--- src/hw/srs_pkg.sv ---
/*
 Constants for the supply reset supervisor: timing in its own units and
 the derived cycle counts at the 100 MHz reference clock.
 Assumes ref_clk at 100 MHz.
*/
package srs_pkg;
    localparam int unsigned CLK_MHZ = 100;
    // Operator input must stay low longer than this
    localparam int unsigned OP_PULSE_US = 25;
    // Delay from accepted press to reset
    localparam int unsigned OP_DELAY_US = 12;
    localparam int unsigned OP_PULSE_CYC = OP_PULSE_US * CLK_MHZ;
    localparam int unsigned OP_DELAY_CYC = OP_DELAY_US * CLK_MHZ;
    // Reset timeout, plain default
    localparam int unsigned TIMEOUT_MS_DEF = 200;
    localparam int unsigned TIMEOUT_CYC_DEF = TIMEOUT_MS_DEF * 1000 * CLK_MHZ;
    localparam int unsigned CNT_W = 32;
    localparam logic RESET_VAL_ACTIVE = 1'b1;
endpackage

--- src/hw/srs_debounce.sv ---
/*
 Operator reset debouncer: qualifies a low level held long enough, then
 delays the press before reporting it.
 Assumes the input is synchronous to ref_clk.
*/
`timescale 1ns/1ns
module srs_debounce
    import srs_pkg::*;
(
    // Clock and reset
    input wire logic ref_clk,
    input wire logic rst,
    // Operator input and qualified press
    input wire logic op_in_n,
    output logic press_q
);
    logic [CNT_W-1:0] low_cnt_q;
    localparam logic [CNT_W-1:0] ASSERT_AT = CNT_W'(OP_PULSE_CYC + OP_DELAY_CYC);

    ////////////////////////////////////////////////////////////////////////
    // Count low time; any high level restarts, so short pulses vanish
    always_ff @(posedge ref_clk) begin
        if (rst || op_in_n) begin
            low_cnt_q <= '0;
        end else if (low_cnt_q != ASSERT_AT) begin
            low_cnt_q <= low_cnt_q + CNT_W'(1);
        end
    end

    // Press held while input stays low, cleared as soon as it rises
    always_ff @(posedge ref_clk) begin
        if (rst || op_in_n) begin
            press_q <= 1'b0;
        end else if (low_cnt_q == ASSERT_AT - CNT_W'(1)) begin
            press_q <= 1'b1;
        end
    end
endmodule

--- src/hw/srs_top.sv ---
/*
 Supply reset supervisor sequencer: reset from supply comparator and
 debounced operator input, timeout hold-off, early supply warning.
 Assumes comparator levels arrive synchronous to ref_clk.
*/
`timescale 1ns/1ns
module srs_top
    import srs_pkg::*;
#(
    parameter bit RESET_ACTIVE_HIGH = 1'b0,
    parameter int unsigned TIMEOUT_CYC = TIMEOUT_CYC_DEF
) (
    // Clock and reset
    input wire logic ref_clk,
    input wire logic rst,
    // Comparators, high while supply below threshold
    input wire logic supply_low,
    input wire logic warning_low,
    // Operator reset, active low, may be driven by another supervisor
    input wire logic operator_reset_in_n,
    // Outputs to the processor
    output logic cpu_reset_q,
    output logic early_supply_warning_n
);
    localparam logic [CNT_W-1:0] TMO = CNT_W'(TIMEOUT_CYC);
    localparam logic POL = RESET_ACTIVE_HIGH;

    typedef enum logic [1:0] {ST_HOLD, ST_TIMING, ST_RUN} srs_state_t;

    srs_state_t state_q;
    logic press;
    logic cond;
    logic [CNT_W-1:0] tmo_cnt_q;

    ////////////////////////////////////////////////////////////////////////
    srs_debounce u_deb (
        .ref_clk(ref_clk),
        .rst(rst),
        .op_in_n(operator_reset_in_n),
        .press_q(press)
    );

    // Either reset condition
    assign cond = supply_low | press;

    ////////////////////////////////////////////////////////////////////////
    // Sequencer; a condition always wins over timeout expiry
    always_ff @(posedge ref_clk) begin
        if (rst) begin
            state_q <= ST_HOLD;
        end else if (cond) begin
            state_q <= ST_HOLD;
        end else begin
            unique case (state_q)
                ST_HOLD: state_q <= ST_TIMING;
                ST_TIMING: begin
                    if (tmo_cnt_q >= TMO - CNT_W'(1)) begin
                        state_q <= ST_RUN;
                    end
                end
                ST_RUN: state_q <= ST_RUN;
            endcase
        end
    end

    // Timeout counter, held clear so reassertion restarts it fully
    always_ff @(posedge ref_clk) begin
        if (rst || cond || state_q != ST_TIMING) begin
            tmo_cnt_q <= '0;
        end else begin
            tmo_cnt_q <= tmo_cnt_q + CNT_W'(1);
        end
    end

    // Reset output; asserted from one edge after a condition appears
    always_ff @(posedge ref_clk) begin
        if (rst || cond) begin
            cpu_reset_q <= POL;
        end else if (state_q == ST_TIMING && tmo_cnt_q >= TMO - CNT_W'(1)) begin
            cpu_reset_q <= ~POL;
        end else if (state_q != ST_RUN) begin
            cpu_reset_q <= POL;
        end
    end

    // Warning; hysteresis lives in the analog comparator
    always_ff @(posedge ref_clk) begin
        if (rst) begin
            early_supply_warning_n <= 1'b0;
        end else begin
            early_supply_warning_n <= ~warning_low;
        end
    end

    ////////////////////////////////////////////////////////////////////////
    // Assertions
    logic rst_act;
    assign rst_act = (cpu_reset_q == POL);

    ////////////////////////////////////////////////////////////////////////
    // Checker helpers
    // Plain counters stand in for long repetitions, which would unroll
    // into thousands of states. They feed assertions only and drive no
    // output, so synthesis trims them. Both saturate rather than wrap,
    // so a very long quiet spell cannot alias a short one.

    // Cycles since the last reset condition was seen
    logic [CNT_W-1:0] clear_cnt_q;
    always_ff @(posedge ref_clk) begin
        if (rst || cond) begin
            clear_cnt_q <= '0;
        end else if (clear_cnt_q != '1) begin
            clear_cnt_q <= clear_cnt_q + CNT_W'(1);
        end
    end

    // Cycles the operator input has stayed low without a break
    logic [CNT_W-1:0] op_low_cnt_q;
    always_ff @(posedge ref_clk) begin
        if (rst || operator_reset_in_n) begin
            op_low_cnt_q <= '0;
        end else if (op_low_cnt_q != '1) begin
            op_low_cnt_q <= op_low_cnt_q + CNT_W'(1);
        end
    end
endmodule

--- config.mk ---
export PLATFORM = sky130hd
export DESIGN_NAME = srs_top
export DESIGN_NICKNAME = d
export VERILOG_FILES = /design/src/hw/srs_pkg.sv /design/src/hw/srs_debounce.sv /design/src/hw/srs_top.sv
export SDC_FILE = /design/constraint.sdc
export NUM_CORES = 1
export LEC_CHECK = 0
export ABC_AREA = 1
export BUFFER_PORTS_ARGS = -buffer_cell sky130_fd_sc_hd__clkbuf_2
export CORE_UTILIZATION = 30
export CTS_CLUSTER_DIAMETER = 150
export DETAILED_ROUTE_END_ITERATION = 8
export PLACE_DENSITY = 0.43
export SYNTH_ARGS = -nofsm -noshare
export SYNTH_HDL_FRONTEND = slang
export SYNTH_SLANG_ARGS = --single-unit
--- constraint.sdc ---
create_clock -name ref_clk -period 4.4 [get_ports ref_clk]
set_input_delay 0.44 -clock ref_clk [delete_from_list [all_inputs] [get_ports ref_clk]]
set_output_delay 0.44 -clock ref_clk [all_outputs]
set_load 0.01 [all_outputs]
After elaboration in Yosys (flattened, before gate mapping)
Index checks and enable logic that the tools add are counted.
- word-level logic and storage cells: 29
- register bits: 69
- bitwise gates (word level): 2
- $lt $le $gt $ge: 1
- reduce and logical (&&, ||, !) cells: 7
- add/sub/neg operators: 2
- muxes and demuxes: 4
- equal/unequal tests: 7
- operator list (kind ; count):
    32-bit by 1-bit adder with 32-bit output (second input constant) ; 2
    32-bit by 12-bit == test with 1-bit output (second input constant) ; 1
    32-bit by 25-bit greater-or-equal comparator with 1-bit output (second input constant) ; 1
    32-bit by 12-bit inequality test with 1-bit output (second input constant) ; 1
    2-bit one-hot mux with 3 select lines ; 1
    2-bit by 1-bit inequality test with 1-bit output (second input constant) ; 2
    1-bit logical OR ; 3
    2-bit by 1-bit == test with 1-bit output (second input constant) ; 1
    2-bit == test (second input constant) ; 1
    2-bit zero test ; 1
    1-bit 2-to-1 mux ; 2
    2-bit 2-to-1 mux ; 1
    2-bit inequality test (second input constant) ; 1
    2-bit nonzero test ; 1
    2-bit OR reduction ; 1
    1-bit logical AND ; 1
    1-bit inverter ; 1
    1-bit bitwise OR ; 1

Depth between registers and ports, before layout
Gate-level depths: netlist (run 1).
- depth in word-level cells: 3
- depth in mapped cells: 11
- mapped depth without buffers: 11

Modules after synthesis
Synthesis (run 1) repeated with hierarchy kept, for this count alone.
- cells, all modules: 615
- area, all modules: 3861.2 um^2
- modules (own cells, without submodules) (module ; times used ; area an instance (um^2) ; cells each ; seq. area each (um^2)):
    srs_top ; 1 ; 1959.4 ; 298 ; 720.7
    srs_debounce ; 1 ; 1901.8 ; 317 ; 660.6

Least setup slack after synthesis (run 1)
Ideal clock, no wire load.
- path type: register to register
- from: register u_deb.low_cnt_q[0]
- to: register u_deb.low_cnt_q[30]
- period minus slack after synthesis: 1.491 ns
- required time: 4.285 ns
- data arrival time: 1.376 ns
- cell stages (with the launch flop): 11
- path slack: 2.909 ns
- library setup time: 0.115 ns
- buffers on the path: 0
- cell sequence: dfxtp_1 ha_1 nand3_2 nor2_1 nand2_1 nor2_4 nand3_2 clkinv_1 nand2_1 o21ai_1 nor2_1
- cells in the longest elaborated chain, start to end: 1
- ends and longest elaborated chain (item ; line ; source):
    start: declaration ; srs_debounce.sv:17 ; logic [CNT_W-1:0] low_cnt_q;
    start signal: assignment ; srs_debounce.sv:26 ; low_cnt_q <= low_cnt_q + CNT_W'(1);
    32-bit by 1-bit adder with 32-bit output or 32-bit by 12-bit inequality test with 1-bit output (tied branches) ; srs_debounce.sv:26, srs_debounce.sv:25 ;
Parallel ways exist; a longest one is shown, timed or not.
A chain may end at the register's enable or synchronous reset.

Final worst setup path (run 1)
- from: register u_deb.press_q
- to: register tmo_cnt_q[9]
- cells in the longest elaborated chain, start to end: 3
- ends and longest elaborated chain (item ; line ; source):
    start: declaration ; srs_debounce.sv:15 ; output logic press_q
    start signal: assignment ; srs_debounce.sv:33 ; press_q <= 1'b0;
    start signal: assignment ; srs_debounce.sv:35 ; press_q <= 1'b1;
    1-bit bitwise OR ; srs_top.sv:44 ; assign cond = supply_low | press;
    1-bit logical OR ; - ;
    1-bit logical OR ; srs_top.sv:68 ; if (rst || cond || state_q != ST_TIMING) begin
    end signal: assignment ; srs_top.sv:71 ; tmo_cnt_q <= tmo_cnt_q + CNT_W'(1);
    end: declaration ; srs_top.sv:33 ; logic [CNT_W-1:0] tmo_cnt_q;
No other way between the ends.

==> results.py, run 1 <==
metrics = {
    "placed_design": {
        "placed_cell_area_mm2": 0.00396,
        "post-place-cells": 722,
        "post-dp-hpwl_um": 6770,
        "gp_congestion": 0.780,
        "io_buffers": 6,
    },
    "sta": {
        "min_period_over_period_pct": 46.6,
        "fin_crit_ns": 2.05,
        "worst_clock_skew_ns": 0.00617,
        "relSlewSlack_pct": 46.3,
        "tns_ns": 0,
        "setup_viol": 0,
        "slew_violations": 0,
        "tightestPinTransition_ns": 0.804,
        "max_freq_ghz": 0.488,
        "hold_viol": 0,
        "rsz0062_at_grt": "false",
    },
    "die": {
        "die_area_mm2": 0.0129,
        "die_height_um": 114,
        "start_util_pct": 31.0,
        "die_w_um": 114,
        "placementRows": 40,
        "coreArea_mm2": 0.0121,
        "ioPinCount": 7,
    },
    "finish": {
        "final_util_pct": 35.2,
        "fin_area_mm2": 0.00425,
        "insertedDiodeCount": 0,
        "final_nets": 575,
        "area_growth_pct": 13.8,
        "drive_gt1_share_pct": 10.4,
        "finalNonFillerCells": 738,
    },
    "global_route": {
        "grt_overflow_total": 0,
        "grt_pass1_vias": 3299,
        "use_met1_pct": 20.9,
        "met2_usage_pct": 23.4,
        "gr-usage-met3_pct": 4.09,
        "grt_pass1_wl_um": 15600,
        "track_usage_pct": 15.4,
        "busiest_layer": "met2",
        "antenna_found_initial": 0,
        "grt_max_degree": 21,
    },
    "setup_path": {
        "slowest_delay_ns": 0.55,
        "slowest_stage": "nand2_1",
        "reg2reg_depth": 5,
        "r2r-end": "tmo_cnt_q[9]",
        "arrival_ns": 2.31,
        "crit_chain": "nor3_1, nand2_1, inv_1, o21ai_0, a21oi_1",
        "path_class": "reg -> reg",
        "path_max_fanout": 20,
        "startpoint_type": "register",
        "rr_startpoint": "u_deb.press_q",
        "required_ns": 4.66,
        "critPathCaptureType": "register",
        "reg2reg_slack_ns": 2.35,
    },
    "clock_network": {
        "ctsHoldBuffers": 0,
        "cts_tree": "yes",
        "clock_path_buffers": 2,
        "path_clk_slew_ns": 0.05,
        "numCtsBuffers": 9,
        "ctsResizeCount": 0,
        "cts-root-buf": "clkbuf_16",
        "cts_sinks": 69,
        "post_cts_buffers": 0,
        "htreeDepth": 3,
        "clk_latency_ns": 0.33,
    },
    "job": {
        "cap_violations": 0,
    },
    "logic_synthesis": {
        "syn_nets": 562,
        "seq_area_frac_synth_pct": 37.0,
        "synth_seq_cells": 69,
        "synth_cell_type_count": 36,
        "ys_warn_count": 0,
        "synth.avg_cell_area_um2": 6.77,
        "synth_area_mm2": 0.00374,
        "syn-instance-count": 552,
    },
    "power_and_ir_drop": {
        "powerDensity_mw_per_mm2": 321,
        "ir_worst_vdd_mv": 0.151,
        "finalPower_mw": 1.36,
        "p_leak_nw": 1.38,
    },
    "route": {
        "drt-total-wl_um": 8870,
        "vias": 3403,
        "drt-initial-drc-count": 155,
        "viasPerCell": 4.61,
        "antenna_left": 0,
        "wire_per_inst_um": 12.0,
        "dr.pass1.iters": 5,
        "drc": 0,
    },
    "run_status": {
        "outcome": "finished clean",
    },
    "min_path": {
        "worstHoldStart": "warning_low",
        "hold_end": "early_supply_warning_n",
        "min_path_type": "in -> reg",
        "hold_depth": 2,
    },
}
cell usage in the layout (no fill, tap or decap), types with 4 or more instances in the layout:
cell type  netlist  layout
nor3_1          30      30
ha_1             5       5
nor2_4           4       4
inv_2            7       7
o21ai_1          6       6
nand3_1         20      20
nor2_1          76      76
nand2_2          5       5
inv_1           73      73
nand2_1        112     112
nor2_2           5       5
nand3_2          5       5
nand4_1         18      18
dfxtp_1         69      69
xor2_1           5       5
nor3_2           6       6
clkbuf_8         0       4
clkbuf_2         1       6
a21oi_1         47      47
nor4_1           5       5
o21ai_0         26      26
clkbuf_16        0       9
worst max-delay path, delay by kind of cell (launching register included):
kind | cells | cell delay, ns
simple gates | 2 | 0.85
buf+inv | 1 | 0.53
flops | 1 | 0.31
compound gates | 2 | 0.29
cell usage after synthesis:
library cell / n / area (um^2)
a21oi_1: 47 / 235
a31oi_1: 2 / 12.5
and3_1: 1 / 6.26
buf_4: 1 / 7.51
clkbuf_1: 3 / 11.3
clkbuf_2: 1 / 5.00
clkinv_1: 1 / 3.75
dfxtp_1: 69 / 1380
ha_1: 5 / 62.6
inv_1: 73 / 274
inv_2: 7 / 26.3
nand2_1: 112 / 420
nand2_2: 5 / 31.3
nand3_1: 20 / 100
nand3_2: 5 / 50.1
nand3_4: 1 / 17.5
nand3b_1: 3 / 22.5
nand4_1: 18 / 113
nor2_1: 76 / 285
nor2_2: 5 / 31.3
nor2_4: 4 / 45.0
nor2_8: 1 / 20.0
nor3_1: 30 / 150
nor3_2: 6 / 60.1
nor3_4: 1 / 16.3
nor3b_1: 1 / 7.51
nor3b_2: 3 / 37.5
nor4_1: 5 / 31.3
o21a_1: 2 / 15.0
o21ai_0: 26 / 130
o21ai_1: 6 / 30.0
o21bai_1: 1 / 7.51
or2_0: 2 / 12.5
or2_2: 1 / 6.26
xnor2_1: 3 / 26.3
xor2_1: 5 / 43.8
registers in the layout, summed over array words and instances, names as in the netlist:
signal and cells:
cpu_reset_q 1, tmo_cnt_q 32, early_supply_warning_n 1, u_deb.press_q 1, u_deb.low_cnt_q 32, state_q 2
per-stage QoR:
stage | setup slack (ns) | hold slack [ns]
2_1_floorplan | 2.91 | 0.429
3_3_place_gp | 2.21 | 0.441
3_5_place_dp | 2.10 | 0.453
4_1_cts | 2.31 | 0.248
5_1_grt | 1.99 | 0.254
6_report | 2.35 | 0.257
kinds of logic after synthesis:
logic type,after synthesis,share of synthesized area [%]
fa+ha+maj,5,1.67
buf+inv,86,8.77
simple gates,300,39.2
xor+xnor,8,1.88
compound gates,84,11.5
flops,69,37.0
metal layers:
metal,part of all wire [%],up-vias
met3,2.2,12
met2,42,27
met4,1.3,0
met1,54,1537
met5,0,-
li1,-,1827
power breakdown:
part | internal, mW | switching [mW] | leakage [nW]
sequential | 0.628 | 0.00225 | 0.556
combinational | 0.00905 | 0.0182 | 0.683
clock | 0.444 | 0.262 | 0.143
how the worst max path moves through the flow:
stage,startpoint,endpoint,slack [ns],cells after the start
2_1_floorplan,u_deb.low_cnt_q[0],u_deb.low_cnt_q[30],2.91,10
3_3_place_gp,supply_low,tmo_cnt_q[29],2.21,6
3_5_place_dp,supply_low,tmo_cnt_q[10],2.10,6
4_1_cts,u_deb.press_q,tmo_cnt_q[18],2.31,5
5_1_grt,u_deb.press_q,tmo_cnt_q[29],1.99,5
6_report,u_deb.press_q,tmo_cnt_q[9],2.35,5
area by class of cell:
cell class              count  area, um^2
multi-input cells         397        2030
fillers                  1294        7810
repair buffers              7        37.5
inverters                  81         304
flip-flops and latches     69        1380
clock buffers              16         292
well taps                 168         210
Note: power is estimated with default switching activity, not from simulation.
==> run 2: changes to the inputs <==
==> constraint.sdc (replaced) <==
create_clock -name ref_clk -period 2.02 [get_ports ref_clk]
set_input_delay 0.202 -clock ref_clk [delete_from_list [all_inputs] [get_ports ref_clk]]
set_output_delay 0.202 -clock ref_clk [all_outputs]
set_load 0.01 [all_outputs]
==> results.py, run 2 (synthesized netlist as in run 1, its figures left out) <==
metrics = {
    "run_status": {
        "outcome": "finished clean",
    },
    "placed_design": {
        "gp_congestion": 0.780,
        "io_buffers": 6,
        "post-dp-hpwl_um": 6850,
        "pre_cts_ws_ns": 0.344,
    },
    "sta": {
        "fin_crit_ns": 1.69,
        "tns_ns": 0,
        "slew_violations": 0,
        "tightestPinTransition_ns": 0.655,
        "worst_clock_skew_ns": 0.00588,
        "hold_viol": 0,
        "setup_slack_ns": 0.326,
        "rsz0062_at_grt": "false",
        "max_freq_ghz": 0.590,
        "min_period_over_period_pct": 83.9,
        "relSlewSlack_pct": 56.3,
        "setup_viol": 0,
    },
    "clock_network": {
        "post_cts_buffers": 0,
        "htreeDepth": 3,
        "ctsHoldBuffers": 0,
        "cts-root-buf": "clkbuf_16",
        "path_clk_slew_ns": 0.05,
        "cts_tree": "yes",
        "clk_latency_ns": 0.33,
        "numCtsBuffers": 9,
        "ctsResizeCount": 0,
        "cts_sinks": 69,
        "clock_path_buffers": 2,
    },
    "route": {
        "viasPerCell": 4.64,
        "wire_per_inst_um": 12.2,
        "drt-total-wl_um": 8950,
        "drc": 0,
        "dr.pass1.iters": 5,
        "vias": 3410,
        "antenna_left": 0,
        "drt-initial-drc-count": 211,
    },
    "min_path": {
        "min_path_type": "in -> reg",
        "worstHoldStart": "warning_low",
        "hold_depth": 2,
        "hold_end": "early_supply_warning_n",
    },
    "power_and_ir_drop": {
        "internal-power_mw": 2.19,
        "seq_power_share_pct": 49.5,
        "power_switching_uw": 581,
        "pwr-share-comb_pct": 2.2,
        "clkPwrFrac_pct": 48.3,
        "swShare_pct": 21.0,
        "p_leak_nw": 1.36,
        "powerDensity_mw_per_mm2": 660,
        "ir_worst_vdd_mv": 0.322,
    },
    "setup_path": {
        "reg2reg_depth": 11,
        "slowest_delay_ns": 0.36,
        "path_class": "reg -> reg",
        "crit_chain": "ha_1, nand2_1, nor2_2, nand2_1, inv_2, nand2_1, nand2_1, nand2_1, nand3_1, nand2_1, a21oi_1",
        "rr_startpoint": "tmo_cnt_q[0]",
        "reg2reg_slack_ns": 0.33,
        "path_max_fanout": 4,
        "r2r-end": "state_q[0]",
        "slowest_stage": "dfxtp_1",
        "startpoint_type": "register",
        "path_delay_family": "simple AND/OR/NAND/NOR gates",
        "required_ns": 2.28,
        "cp.depth": 11,
        "arrival_ns": 1.95,
        "critPathCaptureType": "register",
        "critPathBufInv": 1,
        "crit_top_cell": "nand2_1",
    },
    "finish": {
        "largest_registers": "tmo_cnt_q x32, u_deb.low_cnt_q x32, state_q x2",
        "final_cell_mix": "nand2_1 (112), nor2_1 (76), inv_1 (73)",
        "final_common_cell": "nand2_1",
        "insertedDiodeCount": 0,
        "area_growth_pct": 12.5,
        "drive_gt1_share_pct": 9.88,
        "final_nets": 576,
        "n_fill_cell": 1332,
    },
    "global_route": {
        "grt_pass1_vias": 3196,
        "antenna_found_initial": 0,
        "grt_max_degree": 20,
        "grt_pass1_wl_um": 15300,
        "track_usage_pct": 15.3,
        "grt_overflow_total": 0,
    },
    "die": {
        "die_height_um": 114,
        "start_util_pct": 31.0,
        "coreArea_mm2": 0.0121,
        "die_w_um": 114,
        "ioPinCount": 7,
        "die_area_mm2": 0.0129,
        "placementRows": 40,
    },
    "job": {
        "cap_violations": 0,
    },
}
==> run 2: cell count changes in the layout (fill, tap and decap cells not counted) <==
cell / previous run / this run
buf_4: 1 / 2
clkbuf_8: 4 / 0
==> run 2: worst max path at each step <==
| stage | startpoint | to | slack (ns) |
|---|---|---|---|
| floorplan | u_deb.low_cnt_q[0] | u_deb.low_cnt_q[30] | 0.53 |
| global placement | tmo_cnt_q[0] | state_q[0] | 0.38 |
| detailed placement | tmo_cnt_q[0] | state_q[0] | 0.34 |
| CTS | tmo_cnt_q[0] | state_q[0] | 0.33 |
| global route | u_deb.low_cnt_q[1] | u_deb.low_cnt_q[30] | 0.12 |
| finish | tmo_cnt_q[0] | state_q[0] | 0.33 |
==> run 2: power groups by stage <==
stage               logic [mW]  clock network (mW)  registers, mW
finish                  0.0611                1.34           1.37
global route            0.0707                1.44           1.37
CTS                     0.0627                1.38           1.37
detailed placement      0.0624                   0           1.40
global placement        0.0606                   0           1.40
floorplan               0.0418                   0           1.40
==> run 2: layout make-up <==
| type | count | area [um^2] | share of cell area (%) |
|---|---|---|---|
| Clock buffer | 12 | 236 | 5.63 |
| Sequential cell | 69 | 1380 | 32.9 |
| Inverter | 81 | 304 | 7.23 |
| Tap cell | 168 | 210 | 5.00 |
| Multi-Input combinational cell | 397 | 2030 | 48.2 |
| Timing Repair Buffer | 8 | 45.0 | 1.07 |
==> run 2: routing by layer <==
metal  vias to the layer above  track usage (%)  routed length (um)
met2                        62             22.5                3700
li1                       1832                -                   -
met1                      1509             21.8                4790
met5                         -                0                   0
met3                         7             3.03                 340
met4                         0             6.32                 117
==> run 2: per-stage QoR <==
stage / instances / instance area, um^2 / total power [mW] / utilization, % / hold WS [ns]
6_report: 735 / 4200 / 2.77 / 34.9 / 0.0256
5_1_grt: 735 / 4200 / 2.88 / 34.9 / 0.0286
4_1_cts: 735 / 4200 / 2.81 / 34.9 / 0.0142
3_5_place_dp: 723 / 3970 / 1.46 / 32.9 / 0.360
3_3_place_gp: 723 / 3970 / 1.46 / 32.9 / 0.360
2_1_floorplan: 552 / 3740 / 1.44 / - / 0.269
==> run 3: changes to the inputs <==
--- a/config.mk
+++ b/config.mk
@@ -10,7 +10,7 @@
 export CORE_UTILIZATION = 30
 export CTS_CLUSTER_DIAMETER = 150
 export DETAILED_ROUTE_END_ITERATION = 8
-export PLACE_DENSITY = 0.43
+export PLACE_DENSITY = 0.45
 export SYNTH_ARGS = -nofsm -noshare
 export SYNTH_HDL_FRONTEND = slang
 export SYNTH_SLANG_ARGS = --single-unit
==> constraint.sdc (replaced) <==
create_clock -name ref_clk -period 1.4 [get_ports ref_clk]
set_input_delay 0.14 -clock ref_clk [delete_from_list [all_inputs] [get_ports ref_clk]]
set_output_delay 0.14 -clock ref_clk [all_outputs]
set_load 0.01 [all_outputs]
==> results.py, run 3 (synthesized netlist as in run 1, its figures left out) <==
metrics = {
    "clock_network": {
        "cts_sinks": 69,
        "numCtsBuffers": 9,
        "clock_path_buffers": 2,
        "clk_latency_ns": 0.33,
        "cts-root-buf": "clkbuf_16",
        "cts_tree": "yes",
        "path_clk_slew_ns": 0.06,
        "htreeDepth": 3,
    },
    "power_and_ir_drop": {
        "seq_power_share_pct": 45.5,
        "ir_worst_vdd_mv": 0.414,
        "powerDensity_mw_per_mm2": 774,
        "finalPower_mw": 4.31,
        "pwr-share-comb_pct": 2.7,
        "clkPwrFrac_pct": 51.8,
        "internal-power_mw": 3.40,
        "swShare_pct": 21.1,
        "power_switching_uw": 910,
        "p_leak_nw": 2.15,
    },
    "global_route": {
        "grt_overflow_total": 0,
        "antenna_found_initial": 0,
        "grt_pass1_vias": 3636,
        "grt_max_degree": 19,
        "grt_pass1_wl_um": 16900,
        "track_usage_pct": 16.6,
    },
    "route": {
        "viasPerCell": 4.55,
        "antenna_left": 0,
        "drt-initial-drc-count": 113,
        "drc": 0,
        "drt-total-wl_um": 9960,
        "vias": 3814,
        "wire_per_inst_um": 11.9,
        "dr.pass1.iters": 6,
    },
    "setup_path": {
        "startpoint_type": "register",
        "path_class": "reg -> reg",
        "critPathCaptureType": "register",
        "critPathBufInv": 2,
        "path_delay_family": "simple AND/OR/NAND/NOR gates",
        "path_max_fanout": 4,
        "slowest_delay_ns": 0.35,
        "crit_chain": "buf_6, nand3_4, nor2_4, nand2_4, nor2_4, nand3_4, buf_6, o21ai_2, a21oi_1",
        "arrival_ns": 1.70,
        "slowest_stage": "dfxtp_2",
        "required_ns": 1.61,
    },
    "finish": {
        "drive_gt1_share_pct": 42.0,
        "fin_area_mm2": 0.00557,
        "area_growth_pct": 49.0,
        "insertedDiodeCount": 0,
        "final_common_cell": "buf_4",
        "final_nets": 676,
        "final_cell_mix": "buf_4 (90), nand2_1 (89), inv_1 (65)",
        "largest_registers": "tmo_cnt_q x32, u_deb.low_cnt_q x32, state_q x2",
    },
    "die": {
        "start_util_pct": 31.0,
        "placementRows": 40,
        "die_w_um": 114,
        "die_height_um": 114,
        "die_area_mm2": 0.0129,
        "coreArea_mm2": 0.0121,
        "ioPinCount": 7,
    },
    "placed_design": {
        "post-dp-hpwl_um": 7350,
        "placed_cell_area_mm2": 0.00464,
        "io_buffers": 6,
        "gp_congestion": 0.799,
    },
    "job": {
        "cap_violations": 0,
    },
    "sta": {
        "finalHoldWorstSlack_ns": 0.0944,
        "tightestPinTransition_ns": 0.603,
        "rsz0062_at_grt": "true",
        "hold_viol": 0,
        "relSlewSlack_pct": 59.7,
        "max_freq_ghz": 0.674,
        "setup_viol": 11,
        "fin_crit_ns": 1.48,
        "min_period_over_period_pct": 106,
        "slew_violations": 0,
        "worst_clock_skew_ns": 0.00522,
        "setup_slack_ns": -0.0840,
    },
    "run_status": {
        "violations": "setup timing",
        "outcome": "finished, violations left",
    },
    "min_path": {
        "min_path_type": "in -> reg",
    },
}
run 3: per-stage QoR:
| stage | setup TNS [ns] | util (%) | std cells | setup slack, ns |
|---|---|---|---|---|
| 5_1_grt | -3.13 | 46.2 | 839 | -0.176 |
| 3_5_place_dp | -1.69 | 38.5 | 809 | -0.113 |
| 4_1_cts | -0.250 | 42.7 | 832 | -0.0426 |
| 6_report | -0.375 | 46.2 | 839 | -0.0840 |
| 2_1_floorplan | -0.0125 | - | 552 | -0.0125 |
| 3_3_place_gp | -1.21 | 38.5 | 809 | -0.0833 |
run 3: final cells by class:
cell class	instances	area, um^2
fill	1224	6490
multi-input combinational	397	2450
sequential	69	1460
timing repair buffer	108	847
inverter	81	313
clock buffer	16	292
tap	168	210
run 3: worst paths after layout:
path,from,endpoint,slack [ns],cells after the start
worst min-delay path,supply_low,cpu_reset_q,0.09,4
worst min register to register,u_deb.low_cnt_q[11],u_deb.low_cnt_q[11],0.48,2
worst max-delay path,tmo_cnt_q[0],tmo_cnt_q[23],-0.08,9
worst max register to register,tmo_cnt_q[0],tmo_cnt_q[23],-0.08,9
run 3: layer usage:
metal / routed length [um] / GRT usage [%]
met5: 0 / 0
met4: 109 / 6.32
met3: 174 / 2.76
met2: 4440 / 25.0
met1: 5240 / 23.7
run 3: power by group through the flow:
stage | Clock, mW | Sequential (mW) | Combinational [mW]
finish | 2.23 | 1.96 | 0.117
global route | 2.36 | 1.96 | 0.135
floorplan | 0 | 2.02 | 0.0607
global placement | 0 | 2.02 | 0.102
CTS | 2.28 | 1.98 | 0.112
detailed placement | 0 | 2.02 | 0.106
run 3: timing repair:
action | CTS | global route
endpoints found under the hold margin | 1 | 0
hold buffers | 2 | 0
resized for setup | 52 | 121
endpoints found under the setup margin | 33 | 53
pin swaps | 13 | 46
setup buffers | 5 | 7
cloned | 0 | 0
run 3: worst reg2reg max path, stage by stage (launching register included):
cell     delay, ns
dfxtp_2       0.35
buf_6         0.11
nand3_4       0.09
nor2_4        0.19
nand2_4       0.09
nor2_4        0.15
nand3_4       0.11
buf_6         0.13
o21ai_2       0.10
a21oi_1       0.05
